$ cat config.mk
export PLATFORM = sky130hd
export DESIGN_NAME = vectored_interrupt_arbiter
export DESIGN_NICKNAME = d
export VERILOG_FILES = /design/src/hdl/via_pkg.sv /design/src/hdl/via_req_if.sv /design/src/hdl/vectored_interrupt_arbiter.sv /design/src/hdl/via_edge.sv /design/src/hdl/via_pick.sv
export SDC_FILE = /design/constraint.sdc
export NUM_CORES = 1
export LEC_CHECK = 0
export ABC_AREA = 0
export ABC_CLOCK_PERIOD_IN_PS = 3450
export BUFFER_PORTS_ARGS = -buffer_cell sky130_fd_sc_hd__buf_2
export CAP_MARGIN = 0
export CORE_ASPECT_RATIO = 1.5
export CORE_MARGIN = 8
export CORE_UTILIZATION = 23
export DETAILED_ROUTE_END_ITERATION = 6
export PLACE_DENSITY = 0.41
export SLEW_MARGIN = 20
export SYNTH_ARGS = -nofsm -noshare
export SYNTH_HDL_FRONTEND = slang
export SYNTH_SLANG_ARGS = --single-unit
$ cat constraint.sdc
create_clock -name ref_clk -period 3.45 [get_ports ref_clk]
set_input_delay 0.345 -clock ref_clk [delete_from_list [all_inputs] [get_ports ref_clk]]
set_output_delay 0.345 -clock ref_clk [all_outputs]
set_load 0.05 [all_outputs]
$ cat src/hdl/via_pkg.sv
// Operation
// Each maskable source has a mask bit and a high/low priority group bit.
// High-group request may nest over a low-group service in progress.
// Equal group: smallest default priority number wins, 0 highest, 28 lowest.
// Any pending unmasked request raises standby release for stop and halt.
// Software break gives a vectored interrupt at 003EH.
// Software break ignores global disable and skips priority arbitration.
// Reset input, power-on clear, low voltage, watchdog all vector to 0000H.
// Low voltage gives maskable request, priority 0, vector 0004H when select bit is 0.
// Select bit 1 makes low voltage a reset source instead.
// External pins a and b edges request priorities 1 and 2, vectors 0006H, 0008H.
// Comparator edge requests priority 3, vector 000AH, on variants with comparator.
// Serial receive priority 8 vector 0014H; transmit priority 9 vector 0016H.
// Timer H match requests priority 11, vector 001AH, in compare mode.
// Wide timer channels request priorities 14, 15, vectors 0020H, 0022H.
// Conversion end requests priority 16, vector 0024H.
// Byte timer match requests priority 19, vector 002AH.
// In carrier mode byte timer request follows the carrier transfer signal.
// Acknowledge clears that source's request flag before service.
// Reset clears all request flags to zero.
// Reset sets all mask flags to ones.
// High group beats low group always; default priority decides within group.
// Unassigned vector slots are never requested by hardware.
package via_pkg;
    localparam int NSLOT = 29;
    localparam logic [15:0] VEC_RESET = 16'h0000;
    localparam logic [15:0] VEC_BASE = 16'h0004;
    localparam logic [15:0] VEC_BREAK = 16'h003E;
    localparam logic [NSLOT-1:0] FLAG_RESET = 29'h00000000;
    localparam logic [NSLOT-1:0] MASK_RESET = 29'h1FFFFFFF;
    localparam logic [NSLOT-1:0] PRIO_RESET = 29'h1FFFFFFF;
    // Slots wired to a source: 0,1,2,3,8,9,11,14,15,16,19
    localparam logic [NSLOT-1:0] SLOT_USED = 29'h0009CB0F;
    localparam int S_LVI = 0;
    localparam int S_PA = 1;
    localparam int S_PB = 2;
    localparam int S_CMP = 3;
    localparam int S_SRX = 8;
    localparam int S_STX = 9;
    localparam int S_TMH = 11;
    localparam int S_WTA = 14;
    localparam int S_WTB = 15;
    localparam int S_ADC = 16;
    localparam int S_BT = 19;
    // Register indices on the plain port
    localparam logic [3:0] A_FLAG = 4'h0;
    localparam logic [3:0] A_MASK = 4'h1;
    localparam logic [3:0] A_PRIO = 4'h2;
    localparam logic [3:0] A_CTRL = 4'h3;
    localparam logic [3:0] A_STAT = 4'h4;
    localparam logic [3:0] A_FCLR = 4'h5;
    localparam int CTRL_LVSEL = 1;
    localparam int CTRL_CARRIER = 2;
    localparam int CTRL_CMPEN = 3;
    localparam int CTRL_TMHCMP = 4;
    typedef enum logic [1:0] {
        VIA_IDLE = 2'b00,
        VIA_LOW = 2'b01,
        VIA_HIGH = 2'b10
    } via_svc_type;
endpackage : via_pkg

$ cat src/hdl/via_req_if.sv
`timescale 1ns/1ns
interface via_req_if;
    import via_pkg::*;
    logic [NSLOT-1:0] pend;
    logic [NSLOT-1:0] group_high;
    logic valid;
    logic [4:0] slot;
    logic high;
    modport arb (input pend, input group_high, output valid, output slot, output high);
    modport top (output pend, output group_high, input valid, input slot, input high);
endinterface : via_req_if

$ cat src/hdl/vectored_interrupt_arbiter.sv
`timescale 1ns/1ns
module vectored_interrupt_arbiter
    import via_pkg::*;
(
    input wire logic ref_clk, // 125 MHz clock
    input wire logic nrst, // Sync reset, active low
    input wire logic [3:0] reg_addr, // Register index
    input wire logic [31:0] reg_wdata, // Write data
    input wire logic reg_wr, // Write strobe
    input wire logic reg_rd, // Read strobe
    output logic [31:0] reg_rdata, // Read data, cycle after strobe
    input wire logic low_voltage_irq, // Low-voltage detect pulse
    input wire logic [1:0] ext_pin_level, // Pins a, b levels
    input wire logic [1:0] ext_rise_en, // Rising edge enables
    input wire logic [1:0] ext_fall_en, // Falling edge enables
    input wire logic comparator_edge_irq, // Comparator edge pulse
    input wire logic serial_rx_done_irq, // Receive end or error
    input wire logic serial_tx_done_irq, // Transmit end
    input wire logic timer_h_match_irq, // Timer H match
    input wire logic wide_timer_ch_a_irq, // Wide timer channel a
    input wire logic wide_timer_ch_b_irq, // Wide timer channel b
    input wire logic adc_done_irq, // Conversion end
    input wire logic byte_timer_match_irq, // Byte timer match
    input wire logic carrier_transfer_signal, // Carrier transfer pulse
    input wire logic reset_pin, // External reset request
    input wire logic power_on_clear, // Power-on clear
    input wire logic watchdog_overflow, // Watchdog overflow
    input wire logic global_ie, // Core interrupt enable
    input wire logic software_break_instr, // Break executed, pulse
    input wire logic svc_done, // Return from service, pulse
    output logic irq_req, // Request to core; vector valid a cycle later
    output logic [15:0] irq_vector, // Vector address
    input wire logic irq_ack, // Core takes vector, pulse
    output logic standby_release, // Wakes stop and halt
    output logic reset_req, // Reset request to system
    output logic [15:0] reset_vector // Reset vector address
);
    logic [NSLOT-1:0] flag;
    logic [NSLOT-1:0] mask;
    logic [NSLOT-1:0] prio;
    logic [4:0] ctrl;
    logic [NSLOT-1:0] hw_set;
    logic [NSLOT-1:0] next_flag;
    logic [NSLOT-1:0] ack_clr;
    logic [1:0] pin_hit;
    logic brk_pend;
    logic take_brk;
    logic take_mask;
    logic may_take;
    via_svc_type svc;
    via_svc_type svc_prev;
    via_req_if req ();

    via_edge u_edge (
        .ref_clk(ref_clk),
        .nrst(nrst),
        .lvl(ext_pin_level),
        .rise_en(ext_rise_en),
        .fall_en(ext_fall_en),
        .hit(pin_hit)
    );
    via_pick u_pick (
        .req(req)
    );

    // Source map; unused slots stay zero
    always_comb begin
        hw_set = '0;
        hw_set[S_LVI] = low_voltage_irq & ~ctrl[CTRL_LVSEL];
        hw_set[S_PA] = pin_hit[0];
        hw_set[S_PB] = pin_hit[1];
        hw_set[S_CMP] = comparator_edge_irq & ctrl[CTRL_CMPEN];
        hw_set[S_SRX] = serial_rx_done_irq;
        hw_set[S_STX] = serial_tx_done_irq;
        hw_set[S_TMH] = timer_h_match_irq & ctrl[CTRL_TMHCMP];
        hw_set[S_WTA] = wide_timer_ch_a_irq;
        hw_set[S_WTB] = wide_timer_ch_b_irq;
        hw_set[S_ADC] = adc_done_irq;
        // Carrier mode swaps the trigger
        hw_set[S_BT] = ctrl[CTRL_CARRIER] ? carrier_transfer_signal : byte_timer_match_irq;
        hw_set = hw_set & SLOT_USED;
    end

    assign req.pend = flag & ~mask;
    assign req.group_high = prio;
    // Nesting: idle takes any, low service takes only high group
    assign may_take = (svc == VIA_IDLE) || (svc == VIA_LOW && req.high);
    assign take_brk = brk_pend;
    assign take_mask = !brk_pend && global_ie && req.valid && may_take;
    assign irq_req = take_brk || take_mask;
    assign standby_release = req.valid;

    // Vector out: break bypasses the arbiter entirely
    always_ff @(posedge ref_clk) begin
        if (!nrst) begin
            irq_vector <= VEC_RESET;
        end else if (brk_pend) begin
            irq_vector <= VEC_BREAK;
        end else begin
            irq_vector <= VEC_BASE + {10'h000, req.slot, 1'b0};
        end
    end

    // Break is held until the core takes it
    always_ff @(posedge ref_clk) begin
        if (!nrst) begin
            brk_pend <= 1'b0;
        end else if (software_break_instr) begin
            brk_pend <= 1'b1;
        end else if (irq_ack) begin
            brk_pend <= 1'b0;
        end
    end

    // Clear the flag of the taken slot
    always_comb begin
        ack_clr = '0;
        if (irq_ack && take_mask) begin
            ack_clr[req.slot] = 1'b1;
        end
    end

    // New events win over clears in the same cycle
    always_comb begin
        next_flag = flag & ~ack_clr;
        if (reg_wr && reg_addr == A_FLAG) begin
            next_flag = reg_wdata[NSLOT-1:0] & SLOT_USED;
        end else if (reg_wr && reg_addr == A_FCLR) begin
            next_flag = next_flag & ~reg_wdata[NSLOT-1:0];
        end
        next_flag = next_flag | hw_set;
    end

    always_ff @(posedge ref_clk) begin
        if (!nrst) begin
            flag <= FLAG_RESET;
        end else begin
            flag <= next_flag;
        end
    end

    // Mask, priority and control
    always_ff @(posedge ref_clk) begin
        if (!nrst) begin
            mask <= MASK_RESET;
            prio <= PRIO_RESET;
            ctrl <= 5'h00;
        end else if (reg_wr) begin
            case (reg_addr)
                A_MASK: mask <= reg_wdata[NSLOT-1:0];
                A_PRIO: prio <= reg_wdata[NSLOT-1:0];
                A_CTRL: ctrl <= reg_wdata[4:0];
                default: ;
            endcase
        end
    end

    // Service level, one nesting step saved
    always_ff @(posedge ref_clk) begin
        if (!nrst) begin
            svc <= VIA_IDLE;
            svc_prev <= VIA_IDLE;
        end else if (irq_ack && take_mask) begin
            svc_prev <= svc;
            svc <= req.high ? VIA_HIGH : VIA_LOW;
        end else if (svc_done) begin
            case (svc)
                VIA_HIGH: svc <= svc_prev;
                VIA_LOW: svc <= VIA_IDLE;
                default: svc <= VIA_IDLE;
            endcase
            svc_prev <= VIA_IDLE;
        end
    end

    // All reset sources share one vector; low voltage only when selected
    always_ff @(posedge ref_clk) begin
        if (!nrst) begin
            reset_req <= 1'b0;
        end else begin
            reset_req <= reset_pin | power_on_clear | watchdog_overflow
                | (low_voltage_irq & ctrl[CTRL_LVSEL]);
        end
    end
    assign reset_vector = VEC_RESET;

    // Read port, unmapped reads zero
    always_ff @(posedge ref_clk) begin
        if (!nrst) begin
            reg_rdata <= 32'h00000000;
        end else if (reg_rd) begin
            case (reg_addr)
                A_FLAG: reg_rdata <= {3'h0, flag};
                A_MASK: reg_rdata <= {3'h0, mask};
                A_PRIO: reg_rdata <= {3'h0, prio};
                A_CTRL: reg_rdata <= {27'h0000000, ctrl};
                A_STAT: reg_rdata <= {21'h000000, brk_pend, svc_prev, svc, 4'h0, req.slot[1:0]};
                default: reg_rdata <= 32'h00000000;
            endcase
        end else begin
            reg_rdata <= 32'h00000000;
        end
    end
endmodule : vectored_interrupt_arbiter

$ cat src/hdl/via_edge.sv
`timescale 1ns/1ns
module via_edge
    import via_pkg::*;
(
    input wire logic ref_clk, // Clock
    input wire logic nrst, // Sync reset, active low
    input wire logic [1:0] lvl, // Pin levels
    input wire logic [1:0] rise_en, // Rising edge enable
    input wire logic [1:0] fall_en, // Falling edge enable
    output logic [1:0] hit // Edge seen, one cycle
);
    logic [1:0] prev;
    // Previous level for edge detect; live level in reset, so a pin idling high gives no false edge
    always_ff @(posedge ref_clk) begin
        if (!nrst) begin
            prev <= lvl;
        end else begin
            prev <= lvl;
        end
    end
    assign hit = (rise_en & lvl & ~prev) | (fall_en & ~lvl & prev);
endmodule : via_edge

$ cat src/hdl/via_pick.sv
`timescale 1ns/1ns
module via_pick
    import via_pkg::*;
(
    via_req_if.arb req // Pending set in, winner out
);
    logic [NSLOT-1:0] hi_set;
    logic [NSLOT-1:0] lo_set;
    // Lowest set index wins
    function automatic logic [5:0] first_one(input logic [NSLOT-1:0] v);
        logic [5:0] r;
        r = 6'h3F;
        for (int i = NSLOT - 1; i >= 0; i--) begin
            if (v[i]) begin
                r = 6'(i);
            end
        end
        return r;
    endfunction : first_one
    logic [5:0] hi_win;
    logic [5:0] lo_win;
    // Group first, then default priority
    always_comb begin
        hi_set = req.pend & ~req.group_high;
        lo_set = req.pend & req.group_high;
        hi_win = first_one(hi_set);
        lo_win = first_one(lo_set);
    end
    assign req.high = |hi_set;
    assign req.valid = |req.pend;
    assign req.slot = (|hi_set) ? hi_win[4:0] : lo_win[4:0];
endmodule : via_pick

==> Yosys cells after proc, flatten, opt, wreduce, memory -nomap -nowiden <==
Cells that the tools add are included.
{ "word_totals": {"register_bits": 139, "input_bits": 63, "output_inout_bits": 67, "word_cells": 145} }
{ "op_classes": {"addsub": 1, "reduce_logical": 22, "muxes": 75, "bitwise_logic": 26, "eq_ne": 7, "n_lt_le_gt_ge": 2} }
{ "ops": {"columns": ["op", "n"], "rows": [
  ["5-bit two-way mux", 57],
  ["29-bit bitwise AND", 5],
  ["29-bit case mux with 5 select lines", 1],
  ["29-bit inverter", 4],
  ["29-bit two-way mux", 3],
  ["29-bit OR reduction", 2],
  ["29-bit by 20-bit OR with 29-bit output", 1],
  ["2-bit two-way mux", 8],
  ["2-bit bitwise AND", 4],
  ["4-bit by 2-bit equality test with 1-bit output, second input constant", 2],
  ["4-bit by 3-bit equality test with 1-bit output, second input constant", 2],
  ["1-bit logical AND", 8],
  ["2-bit AND reduction", 4],
  ["3-bit by 6-bit adder with 7-bit output, first input constant", 1],
  ["5-bit by 6-bit less-than comparator with 1-bit output, second input constant", 1],
  ["6-bit two-way mux", 1],
  ["1-bit demux with 5-bit select", 1],
  ["5-bit by 1-bit greater-or-equal comparator with 1-bit output, second input constant", 1],
  ["1-bit bitwise AND", 4],
  ["4-bit by 1-bit equality test with 1-bit output, second input constant", 1],
  ["4-bit zero test", 1],
  ["1-bit two-way mux", 4],
  ["2-bit inverter", 2],
  ["2-bit nonzero test", 2],
  ["9 further kinds", 13]
]} }

==> Depth between registers and ports, before layout <==
Gate-level depths: netlist of run 1.
{ "depth": {"word_depth": 44, "mapped_depth": 12, "depth_no_buf": 11} }

==> Modules after synthesis <==
A second synthesis of run 1 with hierarchy kept.
{ "hier_totals": {"hier_cells": 816, "hier_area_um2": 6720.2} }
{ "modules_own_cells": {"columns": ["module", "area_each_um2", "cells_per_inst", "seq_area_each_um2", "n_inst"], "rows": [
  ["vectored_interrupt_arbiter", 5547.8, 633, 2662.6, 1],
  ["via_pick", 1102.3, 175, 0.0, 1],
  ["via_edge", 70.1, 8, 40.0, 1]
]} }

==> Worst setup path before layout of run 1 <==
No wires, ideal clock.
{ "synth_path": {"kind": "register to register", "startpoint": "register flag[16]", "endpoint": "register flag[15]", "path_slack_ns": 0.316, "required_ns": 3.334, "path_stages_with_launch": 9, "n_path_buf": 1, "arrival_ns": 3.017, "setup_ns": 0.116, "period_less_slack_ns": 3.134, "path_cell_list": "dfxtp_1 -> nor3b_1 -> or4_4 -> or4_4 -> or2_0 -> buf_6 -> o32a_1 -> or4_1 -> a41o_1"} }
{ "synth_via": {"elab_chain_cells": 31, "elab_cells_between_ends": 57, "classes_between": "2 x order compare; 40 x mux; 7 x bitwise; 8 x reduce/logical"} }
{ "synth_lines": {"columns": ["item", "line", "text"], "rows": [
  ["start, declared", "vectored_interrupt_arbiter.sv:38", "logic [NSLOT-1:0] flag;"],
  ["start signal, assigned", "vectored_interrupt_arbiter.sv:138", "flag <= next_flag;"],
  ["29-bit bitwise AND *", "vectored_interrupt_arbiter.sv:84", "assign req.pend = flag & ~mask;"],
  ["29-bit bitwise AND (on tied branches)", "via_pick.sv:25, via_pick.sv:24", null],
  ["5-bit two-way mux (17 in series)", "via_pick.sv:14", "if (v[i]) begin"],
  ["5-bit two-way mux", "via_pick.sv:31", "assign req.slot = (|hi_set) ? hi_win[4:0] : lo_win[4:0];"],
  ["5-bit by 6-bit less-than comparator with 1-bit output (implied by the code) or 5-bit by 1-bit greater-or-equal comparator with 1-bit output (tied branches)", "vectored_interrupt_arbiter.sv:119", "ack_clr[req.slot] = 1'b1;"],
  ["1-bit logical AND (implied by the code)", "vectored_interrupt_arbiter.sv:119", null],
  ["1-bit two-way mux (implied by the code)", "vectored_interrupt_arbiter.sv:119", null],
  ["1-bit demux with 5-bit select", "vectored_interrupt_arbiter.sv:119", null],
  ["29-bit two-way mux *", "vectored_interrupt_arbiter.sv:118", "if (irq_ack && take_mask) begin"],
  ["29-bit inverter *", "vectored_interrupt_arbiter.sv:125", "next_flag = flag & ~ack_clr;"],
  ["29-bit bitwise AND *", "vectored_interrupt_arbiter.sv:125", null],
  ["29-bit bitwise AND", "vectored_interrupt_arbiter.sv:129", "next_flag = next_flag & ~reg_wdata[NSLOT-1:0];"],
  ["29-bit two-way mux *", "vectored_interrupt_arbiter.sv:128", "end else if (reg_wr && reg_addr == A_FCLR) begin"],
  ["29-bit two-way mux *", "vectored_interrupt_arbiter.sv:126", "if (reg_wr && reg_addr == A_FLAG) begin"],
  ["29-bit by 20-bit OR with 29-bit output *", "vectored_interrupt_arbiter.sv:131", "next_flag = next_flag | hw_set;"]
]} }
Every way passes the cells marked *; elsewhere a longest branch is shown, timed or not.
A chain may end at the register's enable or synchronous reset.

==> Worst setup path in the final report of run 1 <==
{ "layout_path": {"startpoint": "register flag[21]", "endpoint": "register flag[20]"} }
{ "layout_via": {"elab_chain_cells": 36, "elab_cells_between_ends": 67, "classes_between": "2 x order compare; 50 x mux; 7 x bitwise; 8 x reduce/logical"} }
{ "layout_lines": {"columns": ["item", "line"], "rows": [
  ["29-bit bitwise AND *", "vectored_interrupt_arbiter.sv:84"],
  ["29-bit bitwise AND (on tied branches)", "via_pick.sv:25, via_pick.sv:24"],
  ["5-bit two-way mux (22 in series)", "via_pick.sv:14"],
  ["5-bit two-way mux", "via_pick.sv:31"],
  ["5-bit by 6-bit less-than comparator with 1-bit output (implied by the code) or 5-bit by 1-bit greater-or-equal comparator with 1-bit output (tied branches)", "vectored_interrupt_arbiter.sv:119"],
  ["1-bit logical AND (implied by the code)", "vectored_interrupt_arbiter.sv:119"],
  ["1-bit two-way mux (implied by the code)", "vectored_interrupt_arbiter.sv:119"],
  ["1-bit demux with 5-bit select", "vectored_interrupt_arbiter.sv:119"],
  ["29-bit two-way mux *", "vectored_interrupt_arbiter.sv:118"],
  ["29-bit inverter *", "vectored_interrupt_arbiter.sv:125"],
  ["29-bit bitwise AND *", "vectored_interrupt_arbiter.sv:125"],
  ["29-bit bitwise AND", "vectored_interrupt_arbiter.sv:129"],
  ["29-bit two-way mux *", "vectored_interrupt_arbiter.sv:128"],
  ["29-bit two-way mux *", "vectored_interrupt_arbiter.sv:126"],
  ["29-bit by 20-bit OR with 29-bit output *", "vectored_interrupt_arbiter.sv:131"]
]} }
Marked as above.

==> run_results.csv, run 1 <==
group,metric,value,unit
outcome,outcome,"complete, no violations",
cells_and_area,drive_gt1_share,22.1,%
critical_path,cp_max_fo,8,
power_and_ir_drop,power_density,447,nW/um^2
yosys,synth-edff-count,0,
power_and_ir_drop,switchingPower,0.00111,W
place,io_buffers,97,
cts,clk_pin_slew,60,ps
yosys,synth_area,7130,um^2
worst_hold_path,hold_path_depth,3,
worst_hold_path,hold_path.class,"in2reg",
detailed_routing,drt_pre_antenna_iters,5,
critical_path,rr_worst_depth,9,
power_and_ir_drop,ir_worst_vdd,0.333,mV
yosys,syn_area_per_cell,7.94,um^2
timing,fin_crit,3340,ps
yosys,synth_cells,898,
timing,slew_violations,0,
critical_path,worst-setup-path-type,"reg2reg",
critical_path,r2r_end,"flag[20]",
cts,htree_levels,4,
worst_hold_path,min_to,"brk_pend",
critical_path,worstPathRequired,3780,ps
job,cap_violations,0,
floorplanning,dieArea,37000,um^2
grt,grt_max_degree,38,
timing,fmax,0.299,GHz
timing,hold_violations,0,
power_and_ir_drop,pwr-share-seq,40.0,%
worst_hold_path,min_from,"software_break_instr",
power_and_ir_drop,combinationalPowerShare,12.4,%
detailed_routing,route.antenna.remaining_nets,0,
grt,antenna_found_initial,0,
cts,cts_root_buffer,"clkbuf_16",
place,dp_hpwl,23.5,mm
critical_path,worst-path-buf-inv,1,
timing,fin_tns_setup,0,ps
power_and_ir_drop,total_power,0.00408,W
power_and_ir_drop,pwr-share-clk,47.6,%
cts,clockBufferDepth,2,
place,gp_congestion,0.892,
critical_path,cpMaxStageDelayCell,"or4_1",
detailed_routing,routed_wl,31.5,mm
yosys,ys_ff_latch,135,
detailed_routing,wl_per_cell,21.4,um
grt,grt_overflow,0,
yosys,ys_warn_count,0,
grt,grt_pass1_wl,47.2,mm
critical_path,r2r-start,"flag[21]",
cells_and_area,layout.nets,1120,
critical_path,max_stage_delay,580,ps
timing,period_share,96.8,%
cells_and_area,area_growth,28.1,%
timing,relSlewSlack,27.4,%
power_and_ir_drop,p_int,0.00298,W
grt,grt_pass1_vias,7461,
timing,worst_pin_slew,1080,ps
yosys,synthArstFlopShare,0,%
floorplanning,coreArea,30800,um^2
yosys,ys.flop_type,"dfxtp_1",
cts,clk_latency,440,ps
floorplanning,die_w,160,um
critical_path,crit_chain,"nor3b_1, or4_1, or4_4, or2_1, o311ai_0, o32a_1, buf_4, nand2_1, o2111a_1",
critical_path,end_kind,"flip-flop",
floorplanning,fp.dieH,232,um
critical_path,arrival,3670,ps
critical_path,rrSetupSlack,110,ps
cts,postCtsSetupBuffers,0,
cts,cts_tree,"done",
cells_and_area,diodes,0,
cts,cts.sink_count,135,
place,dpl-instance-area,8480,um^2
detailed_routing,drtIter0Drc,491,
place,dp.cells,1440,
grt,globalRouteTotalUtil,17.0,%
timing,finClkSkew,8.48,ps
floorplanning,start_util,23.1,%
critical_path,cp_top_family,"simple AND/OR/NAND/NOR gates",
detailed_routing,drc_errors,0,
cells_and_area,fin_cells,1474,
timing,finalSetupViolCount,0,
power_and_ir_drop,p_sw_share,27.1,%
detailed_routing,avgViaCountPerCell,4.88,
cts,cts_buffers,17,
critical_path,critPathLaunchType,"flip-flop",
cells_and_area,final_area,9140,um^2
floorplanning,fp-row-count,79,
yosys,yosysSeqAreaShare,37.9,%
detailed_routing,vias,7186,
power_and_ir_drop,leakagePower,4.00,nW
yosys,synth.distinct_cells,74,
floorplanning,pin_count,130,
[cells in the final DEF (no fill, tap or decap), types with 5 or more instances in the layout]
cell type and count:
a31oi_1 8, nor2_1 80, nor3b_1 30, o21ai_0 16, o2111a_1 13, clkbuf_16 17
a21oi_1 42, nor4_1 13, buf_4 82, buf_2 97, o211ai_1 6, nand3b_1 31
a22o_1 9, conb_1 29, nand2b_1 17, nand4_1 11, a222oi_1 6, dfxtp_1 135
nand2_1 164, mux2i_1 24, nor3_1 7, inv_1 18, o2111ai_1 6, nor2b_1 13
clkbuf_8 8, and3b_1 6, nand3_1 80, o31ai_1 5
[worst reg2reg max path: stages (launching register included)]
cell	delay, ps
dfxtp_1	340
nor3b_1	160
or4_1	580
or4_4	530
or2_1	340
o311ai_0	160
o32a_1	330
buf_4	220
nand2_1	240
o2111a_1	330
[cell usage after synthesis, types with 8 or more instances]
cell type    n  area (um^2)
a21oi_1     42          210
a22o_1       9         78.8
a31oi_1      8         50.1
buf_4       29          218
clkbuf_1    37          139
dfxtp_1    135         2700
inv_1       18         67.6
mux2i_1     24          240
nand2_1    164          616
nand2b_1    17          106
nand3_1     80          400
nand3b_1    31          233
nand4_1     11         68.8
nor2_1      81          304
nor2b_1     13         81.3
nor3b_1     30          225
nor4_1      15         93.8
o2111a_1    13          146
o21ai_0     16         80.1
[cell type report]
class / count / area (um^2)
clock buffer: 26 / 539
sequential: 135 / 2700
multi-input combinational: 700 / 4090
tap: 405 / 507
fill: 3402 / 21700
inverter: 20 / 75.1
timing repair buffer: 182 / 1140
clock inverter: 6 / 85.1
[power by group through the flow]
| stage | clock [W] | combinational (W) | sequential (W) |
|---|---|---|---|
| floorplan | 0 | 0.000290 | 0.00170 |
| global placement | 0 | 0.000506 | 0.00167 |
| detailed placement | 0 | 0.000505 | 0.00167 |
| CTS | 0.00200 | 0.000508 | 0.00163 |
| global route | 0.00204 | 0.000544 | 0.00164 |
| finish | 0.00194 | 0.000506 | 0.00163 |
[through the flow]
step	util [%]	setup slack (ps)	hold slack (ps)
after floorplan	-	316	373
after global routing	29.6	-1.92	96.4
after global placement	27.5	66.9	456
after detailed placement	27.5	18.2	459
after CTS	29.6	11.7	70.5
final	29.6	109	106
[layer usage]
metal / GRT usage, % / wire [um]
met1: 18.5 / 12800
met2: 31.3 / 16500
met3: 3.26 / 1090
met4: 8.41 / 1130
met5: 0 / 0
[worst max-delay path by stage]
stage	start	to	slack [ps]	cells after the start
floorplan	flag[16]	flag[15]	320	8
global placement	prio[16]	irq_vector[4]	70	11
detailed placement	prio[16]	irq_vector[4]	20	11
CTS	prio[16]	irq_vector[4]	10	11
global route	flag[21]	flag[20]	-2	9
finish	flag[21]	flag[20]	110	9
[timing repair]
item	in CTS	in global routing
gates resized for setup	1	4
setup endpoints to repair	1	15
pin swaps	0	1
hold buffers	2	0
endpoints found under the hold margin	2	0
[kinds of logic (layout without fill, tap and decap cells)]
logic type               count (synthesis)  in the layout  share of synthesized area (%)
adder cells (fa/ha/maj)                  1              1                          0.175
XOR/XNOR                                 1              1                          0.123
buffers and inverters                   91            234                           6.58
AO/OA/AOI/OAI                          152            152                           15.7
multiplexers                            30             30                           4.95
flip-flops                             135            135                           37.9
AND/OR/NAND/NOR                        487            487                           34.6
other                                    1             29                         0.0526
[flip-flops by register name (all words and copies together), names as in the netlist, 5 cells and up]
name	count
prio	29
ctrl	5
flag	29
reg_rdata	29
irq_vector	6
mask	29
No activity file was read; power rests on OpenSTA's default activity.
==> run 2, diff against run 1 <==
--- a/config.mk
+++ b/config.mk
@@ -6,8 +6,7 @@
 export NUM_CORES = 1
 export LEC_CHECK = 0
-export ABC_AREA = 0
+export ABC_AREA = 1
 export ABC_CLOCK_PERIOD_IN_PS = 3450
 export BUFFER_PORTS_ARGS = -buffer_cell sky130_fd_sc_hd__buf_2
-export CAP_MARGIN = 0
 export CORE_ASPECT_RATIO = 1.5
 export CORE_MARGIN = 8
==> constraint.sdc (replaced) <==
create_clock -name ref_clk -period 3.45 [get_ports ref_clk]
set_input_delay 0.345 -clock ref_clk [delete_from_list [all_inputs] [get_ports ref_clk]]
set_output_delay 0.345 -clock ref_clk [all_outputs]
set_load 0.01 [all_outputs]
==> run 2 against run 1 <==
Highest routed layer unchanged. Hold slack lost 81 ps. Final area shrank 9.0%. Register-to-register slack gained 330 ps. Die area shrank 4.4%. Synthesized cell count grew 9.7%. Sequential share of layout area grew 2.9 points. Largest power group unchanged. Setup slack gained 330 ps. Area after synthesis shrank 4.8%.
==> run_results.csv, run 2 <==
group,metric,value,unit
detailed_routing,drt_pre_antenna_iters,5,
cts,cts_buffers,17,
critical_path,cp_max_fo,14,
detailed_routing,wl_per_cell,18.2,um
timing,period_share,87.4,%
outcome,outcome,"complete, no violations",
detailed_routing,drtIter0Drc,442,
timing,fin_tns_setup,0,ps
critical_path,worstPathRequired,3780,ps
critical_path,r2r_end,"flag[5]",
timing,slew_violations,0,
critical_path,crit_top_cell,"nand2_1",
yosys,yosys-top-cells-area,"dfxtp_1, nand2_1, inv_1",
floorplanning,coreArea,29300,um^2
cells_and_area,final_cell_mix,"nand2_1, inv_1, dfxtp_1, buf_2, nor2_1",
cells_and_area,final_area,8320,um^2
grt,grt_max_degree,41,
grt,grt_overflow,0,
cells_and_area,final_util,28.4,%
yosys,synthAdderAreaFrac,0.184,%
yosys,synth_simple_gate_area_share,24.4,%
detailed_routing,vias,6803,
floorplanning,dieArea,35400,um^2
yosys,synthArstFlopShare,0,%
cts,clk_pin_slew,70,ps
worst_hold_path,min_to,"u_edge.prev[1]",
timing,layout_setup_ws,435,ps
cts,ctsHoldBuffers,0,
power_and_ir_drop,ir_worst_vdd,0.331,mV
yosys,synthXorXnorAreaFrac,0,%
yosys,synth_top_family_by_area,"simple AND/OR/NAND/NOR gates",
worst_hold_path,hold_path.class,"in2reg",
power_and_ir_drop,power_density,452,nW/um^2
timing,fin_crit,3020,ps
yosys,yosysTopAreaCellShare,39.8,%
cells_and_area,fill_cells,3375,
critical_path,rr_worst_depth,34,
critical_path,arrival,3350,ps
place,gp_congestion,0.827,
yosys,ys_warn_count,0,
place,dp.cells,1464,
yosys,yosysSeqAreaShare,39.8,%
yosys,ys.flop_type,"dfxtp_1",
yosys,synth.distinct_cells,41,
place,dpl-instance-area,7730,um^2
power_and_ir_drop,leakagePower,4.16,nW
place,pre_cts_ws,405,ps
cts,postCtsSetupBuffers,0,
critical_path,critPathLaunchType,"flip-flop",
yosys,synth_top_cells_by_count,"nand2_1, inv_1, dfxtp_1",
timing,fmax,0.332,GHz
yosys,yosysMostFrequentCell,"nand2_1",
yosys,synth_mux_area_share,0,%
timing,worst_pin_slew,891,ps
timing,finalSetupViolCount,0,
place,dp_hpwl,20.6,mm
cts,htree_levels,4,
detailed_routing,avgViaCountPerCell,4.55,
yosys,synth_compound_area_share,21.8,%
critical_path,rrSetupSlack,430,ps
critical_path,r2r-start,"mask[27]",
timing,rsz0062_at_grt,"no",
cts,clk_latency,440,ps
grt,antenna_found_initial,0,
detailed_routing,drc_errors,0,
cells_and_area,layout.nets,1152,
cts,post_cts_resized,0,
grt,grt_pass1_wl,41.7,mm
yosys,synth-edff-count,0,
floorplanning,start_util,23.2,%
critical_path,worst-setup-path-type,"reg2reg",
cells_and_area,fin_cells,1496,
floorplanning,fp.dieH,226,um
floorplanning,fp-row-count,77,
worst_hold_path,hold_path_depth,1,
timing,hold_violations,0,
cells_and_area,final_common_cell,"nand2_1",
yosys,yosysTopAreaCell,"dfxtp_1",
yosys,synth_area,6790,um^2
grt,grt_pass1_vias,7111,
yosys,syn_area_per_cell,6.90,um^2
place,io_buffers,97,
floorplanning,die_w,156,um
detailed_routing,routed_wl,27.2,mm
timing,finClkSkew,12.0,ps
yosys,synth_cells,985,
floorplanning,pin_count,130,
job,cap_violations,0,
cells_and_area,drive_gt1_share,16.0,%
cts,cts_tree,"done",
yosys,ys_ff_latch,135,
cells_and_area,area_growth,22.4,%
grt,globalRouteTotalUtil,15.9,%
critical_path,cpMaxStageDelayCell,"dfxtp_1",
cells_and_area,diodes,0,
timing,relSlewSlack,39.0,%
critical_path,end_kind,"flip-flop",
worst_hold_path,min_from,"ext_pin_level[1]",
cts,cts.sink_count,135,
detailed_routing,route.antenna.remaining_nets,0,
cts,cts_root_buffer,"clkbuf_16",
cts,clockBufferDepth,2,
critical_path,max_stage_delay,310,ps
-- run 2: kinds of logic (layout without fill, tap and decap cells) --
| logic type | after synthesis | after routing |
|---|---|---|
| adders and majority gates | 1 | 1 |
| AOI/OAI and AO/OA | 235 | 235 |
| DFF | 135 | 135 |
| other | 1 | 29 |
| buffers and inverters | 217 | 305 |
| and+or+nand+nor | 396 | 396 |
-- run 2: worst max-delay path by stage --
| stage | start | end | slack (ps) | cells past startpoint |
|---|---|---|---|---|
| finish | mask[27] | flag[5] | 430 | 34 |
| global route | mask[27] | flag[5] | 20 | 34 |
| CTS | mask[27] | flag[5] | 400 | 34 |
| detailed placement | mask[27] | flag[5] | 410 | 34 |
| global placement | mask[27] | flag[5] | 430 | 34 |
| floorplan | mask[27] | flag[11] | 1150 | 35 |
-- run 2: metal layers --
| layer | vias up | global-route usage [%] | part of all wire [%] |
|---|---|---|---|
| met3 | 44 | 3.13 | 4.0 |
| met5 | - | 0 | 0 |
| met2 | 184 | 28.7 | 51 |
| met1 | 3152 | 17.1 | 40 |
| li1 | 3423 | - | - |
| met4 | 0 | 8.21 | 4.1 |
-- run 2: critical path, delay by kind of cell, from the launching register on --
family                 cells  cell delay, ps
AO/OA/AOI/OAI              1             210
buffers and inverters      2             160
AND/OR/NAND/NOR           31            2240
flip-flops                 1             310
-- run 2: final cells by class --
class                           instances  area [um^2]  area share, %
Multi-Input combinational cell        661         3290           39.5
Sequential cell                       135         2700           32.5
Timing Repair Buffer                  122          686           8.25
Inverter                              151          567           6.82
Tap cell                              395          494           5.94
Clock buffer                           22          484           5.82
Clock inverter                         10         96.3           1.16
-- run 2: per-stage QoR --
stage | power, W | hold WS (ps)
floorplan | 0.00185 | 373
global placement | 0.00198 | 447
detailed placement | 0.00198 | 453
CTS | 0.00381 | 1.57
global route | 0.00391 | 16.5
finish | 0.00376 | 25.0
-- run 2: report_power, final --
part | internal, W | switching [W]
logic | 0.000101 | 0.000221
registers | 0.00160 | 0.0000205
clock network | 0.00107 | 0.000748
total | 0.00277 | 0.000990
